`src/logic/pwm_prot_regs.svh`:
```
// Register indices, field positions, masks and timing of the protection block.
// Included by the protection block files; definitions only.
`ifndef PWM_PROT_REGS_SVH
`define PWM_PROT_REGS_SVH

// Register indices on the plain register port
`define IDX_LIMIT_TRIP_CTRL 3'h0
`define IDX_TRIG_CMP 3'h1
`define IDX_BLANK_CTRL 3'h2
`define IDX_OVERRIDE 3'h3
`define IDX_STATUS 3'h4

// Reset value and value of unmapped or unimplemented bits
`define RST_VAL 16'h0000
`define READ_ZERO 16'h0000

// Writable bits of each register
`define MASK_LIMIT_TRIP 16'h1FFF
`define MASK_TRIG 16'hFFF8
`define MASK_BLANK 16'hFFF8
`define MASK_OVERRIDE 16'h003C

// Limit and trip control fields
`define LIM_SRC_HI 12
`define LIM_SRC_LO 9
`define LIM_POL_BIT 8
`define LIM_EN_BIT 7
`define TRIP_SRC_HI 6
`define TRIP_SRC_LO 3
`define TRIP_POL_BIT 2
`define TRIP_MODE_HI 1
`define TRIP_MODE_LO 0

// Trip response modes
`define TRIP_LATCHED 2'h0
`define TRIP_CYCLE 2'h1
`define TRIP_OFF 2'h3

// Source selector codes
`define SRC_GRP_CMP 2'h0
`define SRC_GRP_SHARED 2'h2
`define SRC_OWN_TWO 4'hD
`define SRC_OWN_FOUR 4'hF

// Blanking control fields
`define HIGH_RISE_BIT 15
`define HIGH_FALL_BIT 14
`define LOW_RISE_BIT 13
`define LOW_FALL_BIT 12
`define TRIP_BLANK_BIT 11
`define LIM_BLANK_BIT 10
`define BLANK_HI 9
`define BLANK_LO 3

// Override value fields
`define TRIP_OVR_HIGH 5
`define TRIP_OVR_LOW 4
`define LIM_OVR_HIGH 3
`define LIM_OVR_LOW 2

// Status fields
`define ST_TRIP_LATCHED 0
`define ST_TRIP_CYCLE 1
`define ST_LIMIT_CYCLE 2
`define ST_BLANKING 3
`define ST_TRIP_ACTIVE 4
`define ST_LIMIT_ACTIVE 5

// Timing
`define CLK_PERIOD_NS 40
`define BLANK_STEP_NS 8

`endif

```
`src/logic/pwm_prot_pkg.sv`:
```
// Types shared by the PWM protection block files.
// No assumptions beyond a SystemVerilog compiler.
package pwm_prot_pkg;

    // Comparator and trip inputs of one generator
    typedef struct packed {
        logic [3:0] cmp;
        logic [3:0] shared;
        logic own_trip_two;
        logic own_trip_four;
    } trip_sources_t;

    // One register request
    typedef struct packed {
        logic [2:0] addr;
        logic [15:0] wdata;
        logic wr;
        logic rd;
    } reg_req_t;

    // What drives the generator outputs
    typedef enum logic [1:0] {DRIVE_PASS, DRIVE_LIMIT, DRIVE_TRIP} drive_sel_t;

endpackage

```
`src/logic/pwm_prot.sv`:
```
// Fault, current-limit, blanking and trigger logic of one PWM generator.
// Assumes all inputs synchronous to clk except the trip sources, which
// are synchronised here; cycle_start marks each new PWM cycle.
//
// Behaviour
// - Limit source chosen by four-bit selector
// - Limit polarity bit one means active low
// - Limit acts only while limit enabled
// - Trip source chosen by same code set
// - Trip polarity bit one means active low
// - Mode zero latches trip override
// - Mode one overrides trip cycle by cycle
// - Mode three ignores trip; two reserved
// - Time base match fires trigger pulse
// - Zero compare value gives no trigger
// - Enabled output edges start blanking counter
// - Trip blanking enable masks trip input
// - Limit blanking enable masks limit input
// - Blanking interval in eight-nanosecond steps
// - Unimplemented bits read zero, ignore writes
// - Trip drives outputs from trip overrides
// - Limit drives outputs from limit overrides
// - Cycle override held until next cycle
//
// The address map and the plain strobed port were chosen for this implementation.
`timescale 1ns/1ps
`default_nettype none
`include "pwm_prot_regs.svh"

module pwm_prot import pwm_prot_pkg::*; #(
    parameter int BLANK_CNT_W = 8,
    parameter int TB_W = 16
) (
    input wire logic clk,
    input wire logic srst,
    input wire logic ce,
    input wire reg_req_t reg_req,
    output logic [15:0] rdata,
    input wire trip_sources_t sources,
    input wire logic gen_high_in,
    input wire logic gen_low_in,
    input wire logic [TB_W-1:0] time_base,
    input wire logic cycle_start,
    input wire logic module_enable,
    output logic gen_high_output,
    output logic gen_low_output,
    output logic trigger_pulse
);

    // Registers
    logic [15:0] fault_current_limit_control_q;
    logic [15:0] trigger_compare_value_q;
    logic [15:0] edge_blanking_control_q;
    logic [15:0] override_values_q;
    logic [15:0] rdata_q;

    // Synchroniser and state
    trip_sources_t sync1_q;
    trip_sources_t sync2_q;
    logic high_prev_q;
    logic low_prev_q;
    logic trip_latched_q;
    logic trip_cycle_q;
    logic limit_cycle_q;
    logic match_prev_q;
    logic gen_high_q;
    logic gen_low_q;
    logic trigger_q;

    // Combinational
    logic [3:0] limit_source_select;
    logic limit_input_polarity;
    logic limit_function_enable;
    logic [3:0] trip_source_select;
    logic trip_input_polarity;
    logic [1:0] trip_response_mode;
    logic trip_mode_on;
    logic [6:0] blanking_interval;
    logic blank_start;
    logic blanking;
    logic limit_raw;
    logic trip_raw;
    logic limit_act;
    logic trip_act;
    logic limit_on;
    logic trip_on;
    logic trig_match;
    logic [15:0] status;
    drive_sel_t drive_sel;

    // Picks one source and applies its polarity; reserved codes stay
    // inactive whatever the polarity, so a stray code never trips
    function automatic logic src_pick(trip_sources_t s, logic [3:0] code,
        logic pol);
        logic r;
        r = 1'b0;
        if (code[3:2] == `SRC_GRP_CMP) begin
            r = s.cmp[code[1:0]] ^ pol;
        end else if (code[3:2] == `SRC_GRP_SHARED) begin
            r = s.shared[code[1:0]] ^ pol;
        end else if (code == `SRC_OWN_TWO) begin
            r = s.own_trip_two ^ pol;
        end else if (code == `SRC_OWN_FOUR) begin
            r = s.own_trip_four ^ pol;
        end
        return r;
    endfunction

    // Blanking steps to clock cycles, rounded up
    function automatic logic [BLANK_CNT_W-1:0] blank_cycles(logic [6:0] v);
        int t;
        t = (int'(v) * `BLANK_STEP_NS + `CLK_PERIOD_NS - 1) / `CLK_PERIOD_NS;
        return BLANK_CNT_W'(t);
    endfunction

    // Control fields
    assign limit_source_select =
        fault_current_limit_control_q[`LIM_SRC_HI:`LIM_SRC_LO];
    assign limit_input_polarity =
        fault_current_limit_control_q[`LIM_POL_BIT];
    assign limit_function_enable =
        fault_current_limit_control_q[`LIM_EN_BIT];
    assign trip_source_select =
        fault_current_limit_control_q[`TRIP_SRC_HI:`TRIP_SRC_LO];
    assign trip_input_polarity =
        fault_current_limit_control_q[`TRIP_POL_BIT];
    assign trip_response_mode =
        fault_current_limit_control_q[`TRIP_MODE_HI:`TRIP_MODE_LO];
    assign blanking_interval =
        edge_blanking_control_q[`BLANK_HI:`BLANK_LO];
    // Reserved mode code is treated like the disabled one
    assign trip_mode_on = (trip_response_mode == `TRIP_LATCHED) ||
                          (trip_response_mode == `TRIP_CYCLE);

    // Register writes keep only implemented bits
    always_ff @(posedge clk) begin
        if (srst) begin
            fault_current_limit_control_q <= `RST_VAL;
            trigger_compare_value_q <= `RST_VAL;
            edge_blanking_control_q <= `RST_VAL;
            override_values_q <= `RST_VAL;
        end else if (ce && reg_req.wr) begin
            unique case (reg_req.addr)
                `IDX_LIMIT_TRIP_CTRL: fault_current_limit_control_q <=
                    reg_req.wdata & `MASK_LIMIT_TRIP;
                `IDX_TRIG_CMP: trigger_compare_value_q <=
                    reg_req.wdata & `MASK_TRIG;
                `IDX_BLANK_CTRL: edge_blanking_control_q <=
                    reg_req.wdata & `MASK_BLANK;
                `IDX_OVERRIDE: override_values_q <=
                    reg_req.wdata & `MASK_OVERRIDE;
                default: ;
            endcase
        end
    end

    // Status view of the block's own state
    always_comb begin
        status = `READ_ZERO;
        status[`ST_TRIP_LATCHED] = trip_latched_q;
        status[`ST_TRIP_CYCLE] = trip_cycle_q;
        status[`ST_LIMIT_CYCLE] = limit_cycle_q;
        status[`ST_BLANKING] = blanking;
        status[`ST_TRIP_ACTIVE] = trip_act;
        status[`ST_LIMIT_ACTIVE] = limit_act;
    end

    // Read data stands one cycle after the strobe, zero otherwise
    always_ff @(posedge clk) begin
        if (srst) begin
            rdata_q <= `READ_ZERO;
        end else if (ce) begin
            rdata_q <= `READ_ZERO;
            if (reg_req.rd) begin
                unique case (reg_req.addr)
                    `IDX_LIMIT_TRIP_CTRL: rdata_q <=
                        fault_current_limit_control_q;
                    `IDX_TRIG_CMP: rdata_q <= trigger_compare_value_q;
                    `IDX_BLANK_CTRL: rdata_q <= edge_blanking_control_q;
                    `IDX_OVERRIDE: rdata_q <= override_values_q;
                    `IDX_STATUS: rdata_q <= status;
                    default: rdata_q <= `READ_ZERO;
                endcase
            end
        end
    end

    // Two-stage synchroniser on all trip and limit sources
    always_ff @(posedge clk) begin
        if (srst) begin
            sync1_q <= '0;
            sync2_q <= '0;
        end else if (ce) begin
            sync1_q <= sources;
            sync2_q <= sync1_q;
        end
    end

    // Previous generator levels for edge detection
    always_ff @(posedge clk) begin
        if (srst) begin
            high_prev_q <= 1'b0;
            low_prev_q <= 1'b0;
        end else if (ce) begin
            high_prev_q <= gen_high_in;
            low_prev_q <= gen_low_in;
        end
    end

    // Enabled generator edges restart the blanking interval
    assign blank_start =
        (edge_blanking_control_q[`HIGH_RISE_BIT] &&
         gen_high_in && !high_prev_q) ||
        (edge_blanking_control_q[`HIGH_FALL_BIT] &&
         !gen_high_in && high_prev_q) ||
        (edge_blanking_control_q[`LOW_RISE_BIT] &&
         gen_low_in && !low_prev_q) ||
        (edge_blanking_control_q[`LOW_FALL_BIT] &&
         !gen_low_in && low_prev_q);

    blank_timer #(
        .CNT_W(BLANK_CNT_W)
    ) u_blank (
        .clk(clk),
        .srst(srst),
        .ce(ce),
        .start(blank_start),
        .load(blank_cycles(blanking_interval)),
        .blanking(blanking)
    );

    // Source selection and polarity
    assign limit_raw = src_pick(sync2_q, limit_source_select,
        limit_input_polarity);
    assign trip_raw = src_pick(sync2_q, trip_source_select,
        trip_input_polarity);

    // Blanking masks and enables
    assign limit_act = limit_raw && limit_function_enable &&
        !(edge_blanking_control_q[`LIM_BLANK_BIT] && blanking);
    assign trip_act = trip_raw && trip_mode_on &&
        !(edge_blanking_control_q[`TRIP_BLANK_BIT] && blanking);

    // Latched trip: set wins over the disable clear
    always_ff @(posedge clk) begin
        if (srst) begin
            trip_latched_q <= 1'b0;
        end else if (ce) begin
            if (trip_act && trip_response_mode == `TRIP_LATCHED) begin
                trip_latched_q <= 1'b1;
            end else if (!module_enable) begin
                trip_latched_q <= 1'b0;
            end
        end
    end

    // Cycle-by-cycle trip and limit: held until the next cycle starts
    always_ff @(posedge clk) begin
        if (srst) begin
            trip_cycle_q <= 1'b0;
            limit_cycle_q <= 1'b0;
        end else if (ce) begin
            if (trip_act && trip_response_mode == `TRIP_CYCLE) begin
                trip_cycle_q <= 1'b1;
            end else if (cycle_start) begin
                trip_cycle_q <= 1'b0;
            end
            if (limit_act) begin
                limit_cycle_q <= 1'b1;
            end else if (cycle_start) begin
                limit_cycle_q <= 1'b0;
            end
        end
    end

    // Trip outranks limit; a disabled function overrides nothing
    assign trip_on = trip_mode_on &&
        (trip_act || trip_latched_q || trip_cycle_q);
    assign limit_on = limit_function_enable &&
        (limit_act || limit_cycle_q);

    always_comb begin
        if (trip_on) begin
            drive_sel = DRIVE_TRIP;
        end else if (limit_on) begin
            drive_sel = DRIVE_LIMIT;
        end else begin
            drive_sel = DRIVE_PASS;
        end
    end

    // Registered generator outputs
    always_ff @(posedge clk) begin
        if (srst) begin
            gen_high_q <= 1'b0;
            gen_low_q <= 1'b0;
        end else if (ce) begin
            unique case (drive_sel)
                DRIVE_TRIP: begin
                    gen_high_q <= override_values_q[`TRIP_OVR_HIGH];
                    gen_low_q <= override_values_q[`TRIP_OVR_LOW];
                end
                DRIVE_LIMIT: begin
                    gen_high_q <= override_values_q[`LIM_OVR_HIGH];
                    gen_low_q <= override_values_q[`LIM_OVR_LOW];
                end
                DRIVE_PASS: begin
                    gen_high_q <= gen_high_in;
                    gen_low_q <= gen_low_in;
                end
            endcase
        end
    end

    // Trigger on the first cycle of a time base match
    assign trig_match = (trigger_compare_value_q != `RST_VAL) &&
        (time_base == trigger_compare_value_q);

    always_ff @(posedge clk) begin
        if (srst) begin
            match_prev_q <= 1'b0;
            trigger_q <= 1'b0;
        end else if (ce) begin
            match_prev_q <= trig_match;
            trigger_q <= trig_match && !match_prev_q;
        end
    end

    assign rdata = rdata_q;
    assign gen_high_output = gen_high_q;
    assign gen_low_output = gen_low_q;
    assign trigger_pulse = trigger_q;
endmodule

`default_nettype wire

```
`src/logic/blank_timer.sv`:
```
// Leading-edge blanking down-counter.
// Assumes start pulses and load value synchronous to clk.
`timescale 1ns/1ps
`default_nettype none

module blank_timer #(
    parameter int CNT_W = 8
) (
    input wire logic clk,
    input wire logic srst,
    input wire logic ce,
    input wire logic start,
    input wire logic [CNT_W-1:0] load,
    output logic blanking
);

    logic [CNT_W-1:0] count_q;

    // Reload on every enabled edge, else count down to zero
    always_ff @(posedge clk) begin
        if (srst) begin
            count_q <= '0;
        end else if (ce) begin
            if (start) begin
                count_q <= load;
            end else if (count_q != '0) begin
                count_q <= count_q - CNT_W'(1);
            end
        end
    end

    assign blanking = (count_q != '0);
endmodule

`default_nettype wire

```
`config.mk`:
```
export PLATFORM = sky130hd
export DESIGN_NAME = pwm_prot
export DESIGN_NICKNAME = d
export VERILOG_FILES = /design/src/logic/pwm_prot_pkg.sv /design/src/logic/pwm_prot.sv /design/src/logic/blank_timer.sv
export VERILOG_INCLUDE_DIRS = /design/src /design/src/logic
export SDC_FILE = /design/constraint.sdc
export NUM_CORES = 1
export LEC_CHECK = 0
export BUFFER_PORTS_ARGS = -buffer_cell sky130_fd_sc_hd__buf_2
export CAP_MARGIN = 20
export CORE_MARGIN = 2
export CORE_UTILIZATION = 59
export CTS_BUF_LIST = sky130_fd_sc_hd__clkbuf_2
export CTS_CLUSTER_DIAMETER = 40
export DETAILED_ROUTE_END_ITERATION = 10
export GPL_TIMING_DRIVEN = 0
export PLACE_DENSITY = 0.82
export SKIP_CTS_REPAIR_TIMING = 1
export SYNTH_ARGS = -nofsm -noshare
export SYNTH_HDL_FRONTEND = slang
export SYNTH_SLANG_ARGS = --single-unit
```
`constraint.sdc`:
```
create_clock -name clk -period 4.2 [get_ports clk]
set_input_delay 0.21 -clock clk [delete_from_list [all_inputs] [get_ports clk]]
set_output_delay 0.21 -clock clk [all_outputs]
set_load 0.01 [all_outputs]
```
# Word-level counts from Yosys, hierarchy flattened
# Cells that the tools add are included.
[totals] register_bits=96 inputBits=54 output_inout_bits=19 wordCells=134
[op_classes] add_sub_neg=3 div_mod_pow=1 order_cmp=2 eq_ne=15 mux=29 bitwise_logic=8 reduce_logical=53
[ops] operator="16-bit case mux with 5 select lines" count=1
[ops] operator="32-bit by 7-bit divider with 32-bit output (second input constant)" count=1
[ops] operator="1-bit logical AND" count=21
[ops] operator="1-bit two-way mux" count=18
[ops] operator="16-bit == test" count=1
[ops] operator="4-bit == test (second input constant)" count=4
[ops] operator="16-bit two-way mux" count=1
[ops] operator="8-bit two-way mux" count=2
[ops] operator="2-bit AND reduction" count=8
[ops] operator="16-bit nonzero test" count=1
[ops] operator="11-bit by 1-bit subtractor with 12-bit output (second input constant)" count=1
[ops] operator="10-bit by 6-bit adder with 11-bit output (second input constant)" count=1
[ops] operator="1-bit binary-select mux with 2-bit select" count=4
[ops] operator="2-bit logical NOT" count=4
[ops] operator="8-bit nonzero test" count=1
[ops] operator="8-bit by 1-bit subtractor with 8-bit output (second input constant)" count=1
[ops] operator="1-bit XOR" count=8
[ops] operator="1-bit logical NOT" count=7
[ops] operator="1-bit logical OR" count=7
[ops] operator="2-bit == test (second input constant)" count=3
[ops] operator="3-bit by 2-bit == test with 1-bit output (second input constant)" count=2
[ops] operator="2-bit by 3-bit < comparator with 1-bit output (second input constant)" count=2
[ops] operator="1-bit case mux with 3 select lines" count=2
[ops] operator="2-bit nonzero test" count=3
[ops] operator="6 further kinds" count=7

# Logic depth before layout (Yosys ltp)
[depth] depth_word=13 depth_mapped=15 depth_no_buf=13

# By module
# Synthesis repeated with hierarchy kept, for this count alone.
[unflattened] cells_unflattened=612 hier_area_um2=5029.8
[modules_own_cells] module="pwm_prot" n_inst=1 cells_per_inst=543 area_each_um2=4471.8 seq_area_each_um2=1761.7
[modules_own_cells] module="blank_timer" n_inst=1 cells_per_inst=69 area_each_um2=558.0 seq_area_each_um2=160.2

# Worst setup path before layout
# Ideal clock, no wire load.
[synth_timing] path_kind="register -> register" from="reg edge_blanking_control_q[5]" to="reg u_blank.count_q[1]" setup_time_ns=0.079 t_arrival_ns=2.931 required_ns=4.121 path_slack_ns=1.190 path_stages_with_launch=15 path_buffers=2 period_less_slack_ns=3.010 cell_sequence="dfxtp_1 -> ha_1 -> buf_2 -> nor2b_1 -> nor3_1 -> a22oi_1 -> ha_1 -> nand2b_1 -> a2bb2oi_1 -> a31oi_2 -> buf_4 -> o21bai_1 -> o211ai_1 -> mux2_2 -> a211oi_2"
[synth_between] elab_chain_len=4
[synth_rtl] item="from (decl)" line_no="pwm_prot.sv:53" rtl="logic [15:0] edge_blanking_control_q;"
[synth_rtl] item="from (signal assigned)" line_no="pwm_prot.sv:140" rtl="edge_blanking_control_q <= `RST_VAL;"
[synth_rtl] item="from (signal assigned)" line_no="pwm_prot.sv:148" rtl="`IDX_BLANK_CTRL: edge_blanking_control_q <="
[synth_rtl] item="10-bit by 6-bit adder with 11-bit output (no line)"
[synth_rtl] item="11-bit by 1-bit subtractor with 12-bit output" line_no="pwm_prot.sv:112" rtl="t = (int'(v) * `BLANK_STEP_NS + `CLK_PERIOD_NS - 1) / `CLK_PERIOD_NS;"
[synth_rtl] item="32-bit by 7-bit divider with 32-bit output (no line)"
[synth_rtl] item="8-bit two-way mux" line_no="blank_timer.sv:24" rtl="if (start) begin"
[synth_rtl] item="to (signal assigned)" line_no="blank_timer.sv:25" rtl="count_q <= load;"
[synth_rtl] item="to (signal assigned)" line_no="blank_timer.sv:27" rtl="count_q <= count_q - CNT_W'(1);"
[synth_rtl] item="to (decl)" line_no="blank_timer.sv:17" rtl="logic [CNT_W-1:0] count_q;"
# Every way passes these cells.
# A chain may end at the register's enable or synchronous reset.

# Worst setup path after layout
[layout_timing] from="reg edge_blanking_control_q[6]" to="reg u_blank.count_q[1]"
# The elaborated chain is that of the path after synthesis.

==> metrics.md <==
| Metric | Value |
|---|---|
| Mapped cell area | 5060 um2 |
| Hold Vio Cnt, Final | 0 |
| Post-route DRC | 0 |
| Post-DR vias/cell | 6.09 |
| Setup crit end kind | flop |
| Cell area power density | 329 nW/um2 |
| Final setup viols | 0 |
| DIE AREA | 9330 um2 |
| Worst Skew | 0.0409 ns |
| Initial antenna violation count | 0 |
| Largest net degree at the start of global routing | 18 |
| Hold path cells | 5 |
| EDFF count, synth | 0 |
| Area share of the leading cell type in the synthesized netlist | 0.380 |
| RSZ-0062 raised after global routing | no |
| Overflow after GRT | 0 |
| Type of the worst setup path | flop to flop |
| WL/cell | 18.1 um |
| Placed insts | 746 |
| Worst-Skew Late Latency | 0.60 ns |
| Type of origin of the critical path | flop |
| Slew @ Worst Pin | 0.772 ns |
| CTS clk-pin slew, worst paths | 0.28 ns |
| Vias | 4,853 |
| Share of cells above drive strength 1 | 0.165 |
| Top-count cell post-synth | nor2_1 |
| Post-synth top flop | dfxtp_1 |
| Hold_ws | 0.0891 ns |
| Ports | 73 |
| Worst Hold Class | primary input to flop |
| Iter 0 DRT Violations | 361 |
| Final non-filler cell total | 797 |
| Post-synthesis cell type count | 68 |
| Post-Syn Nets | 632 |
| Crit path largest cell delay | 0.52 ns |
| Crit-path cells | ha_1, buf_2, nor2b_1, nor3_1, a22oi_1, ha_1, nand2b_1, a2bb2oi_1, a31oi_2, nor4b_1, o31ai_1, o211ai_1, mux2_2, a211oi_2 |
| Initial Util | 0.613 |
| Area contributors post-synth | dfxtp_1, mux2i_1, nor2_1 |
| Count of final max-slew check failures | 0 |
| RD Place Congestion | 0.907 |
| Syn Inst Count | 574 |
| Die Span X | 96.6 um |
| Leading area contributor after synthesis | dfxtp_1 |
| Seq/Total Area, Yosys | 0.380 |
| Critical Path Slowest Stage Cell | dfxtp_1 |
| #FFs+latches synth | 96 |
| ANT nets after route | 0 |
| Post-DP HPWL | 10,200 um |
| Vias in the first global route | 4,334 |
| Buf+Inv Stages, Crit Path | 1 |
| Die Ht | 96.6 um |
| DR pass1 iterations | 5 |
| Asr flop ratio synth | 0 |
| Post-layout min period | 3.56 ns |
| H-tree level count | 3 |
| WP depth | 14 |
| GRT Util Overall | 0.304 |
| Maximum vdd ir drop | 0.242 mV |
| YS warnings | 0 |
| First-pass GRT wire length | 21,600 um |
| Slew margin rel. | 0.486 |
| Worst EP required | 4.72 ns |
| Fmax | 281 MHz |
| Max clock buf depth | 2 |
| Area growth syn-to-layout | 18.5% |
| Top cell by count, worst path | ha_1 |
| Outcome | completed |
| Row Count | 33 |
| CTS Sinks | 96 |
| Mean Syn Cell Area | 8.81 um2 |
| Setup_tns | 0 ns |
| Detailed Route WL | 14,500 um |
| Number of max-cap violations | 0 |
| Core ar. | 8260 um2 |
| Final net count | 744 |
| TritonCTS buffer count | 9 |
| Worst-path fanout max | 10 |
| Leakage | 2.45 nW |
| Synth cell count leaders | nor2_1, dfxtp_1, mux2i_1 |
| Root buf cell | clkbuf_2 |
| Final cycle utilization of the critical path | 0.847 |
| R2R cell count | 14 |
| Crit path DAT | 4.08 ns |
| CTS tree | built |
| PortBufs | 67 |
| Crit path max-delay family | compound AO/OA/AOI/OAI gates |
==> metal layers <==
| layer | global-route usage | vias to the layer above | part of all wire |
|---|---|---|---|
| met5 | 0 | - | 0 |
| met4 | 0.143 | 0 | 0.039 |
| met3 | 0.0551 | 52 | 0.078 |
| met2 | 0.488 | 266 | 0.48 |
| met1 | 0.396 | 2259 | 0.41 |
| li1 | - | 2276 | - |
==> worst register-to-register path, stage by stage, from the launching register on <==
cell       delay (ns)
dfxtp_1          0.52
ha_1             0.23
buf_2            0.22
nor2b_1          0.32
nor3_1           0.09
a22oi_1          0.19
ha_1             0.14
nand2b_1         0.15
a2bb2oi_1        0.35
a31oi_2          0.18
nor4b_1          0.18
o31ai_1          0.24
o211ai_1         0.17
mux2_2           0.31
a211oi_2         0.20
==> worst paths after layout <==
path / to / start / slack (ns)
worst max register to register: u_blank.count_q[1]$_SDFFE_PP0P_ / edge_blanking_control_q[6]$_SDFFE_PP0P_ / 0.64
worst max-delay path: u_blank.count_q[1]$_SDFFE_PP0P_ / edge_blanking_control_q[6]$_SDFFE_PP0P_ / 0.64
worst min register to register: rdata[1]$_SDFFE_PP0P_ / rdata[1]$_SDFFE_PP0P_ / 0.48
worst min-delay path: match_prev_q$_SDFFE_PP0P_ / time_base[2] / 0.09
==> per-stage QoR <==
stage / setup slack, ns / utilization / instance area, um2 / power, W
6_report: 0.641 / 0.726 / 5990 / 0.00197
4_1_cts: 0.638 / 0.684 / 5650 / 0.00193
5_1_grt: 0.336 / 0.725 / 5990 / 0.00207
2_1_floorplan: 1.19 / - / 5060 / 0.00134
3_5_place_dp: 0.726 / 0.669 / 5530 / 0.00146
3_3_place_gp: 0.794 / 0.669 / 5530 / 0.00144
==> power by group <==
part / leakage (nW) / switching (W) / internal [W] / total (W)
clock network: 0.0711 / 0.000337 / 0.000148 / 0.000485
registers: 0.779 / 0.0000544 / 0.000970 / 0.00102
logic: 1.60 / 0.000260 / 0.000202 / 0.000462
==> sequential cells by signal, indices dropped and copies added (netlist names), 4 cells and up <==
name and count:
u_blank.count_q 8, override_values_q 4, sync2_q 10, fault_current_limit_control_q 13, edge_blanking_control_q 13, trigger_compare_value_q 13, rdata 16, sync1_q 10
==> cells in the final DEF (no fill, tap or decap), drive strengths merged, types with 8 or more instances in the layout <==
cell type,netlist,final
nor2,101,101
dlygate4sd3,0,34
buf,13,80
nor2b,8,8
nand3,18,18
nor3,15,15
nand2,36,36
mux2i,77,77
xnor2,11,11
a22oi,12,12
clkbuf,26,36
o21ai,20,20
dfxtp,96,96
inv,12,15
nand4,10,10
a21oi,19,19
==> area by class of cell <==
class                   count  area [um2]
plain buffers              39         186
multi-input cells         426        2900
fillers                   617        2270
clock buffers              10        50.0
clock inverters             6        73.8
well taps                 105         131
diodes                      1        2.50
flip-flops and latches     96        1920
inverters                  13        48.8
repair buffers            101         676
==> logic make-up (layout without fill, tap and decap cells) <==
group                      count (synthesis)  in the layout  share of synthesized area
AOI/OAI and AO/OA                         99             99                      0.138
adders and majority gates                  5              5                     0.0119
muxes                                     90             90                      0.198
and+or+nand+nor                          214            214                      0.194
buffers and inverters                     52            169                     0.0465
other                                      0              1                          0
DFF                                       96             96                      0.380
xor gates and xnor gates                  18             18                     0.0312
Power figures use the tool's default switching activity.
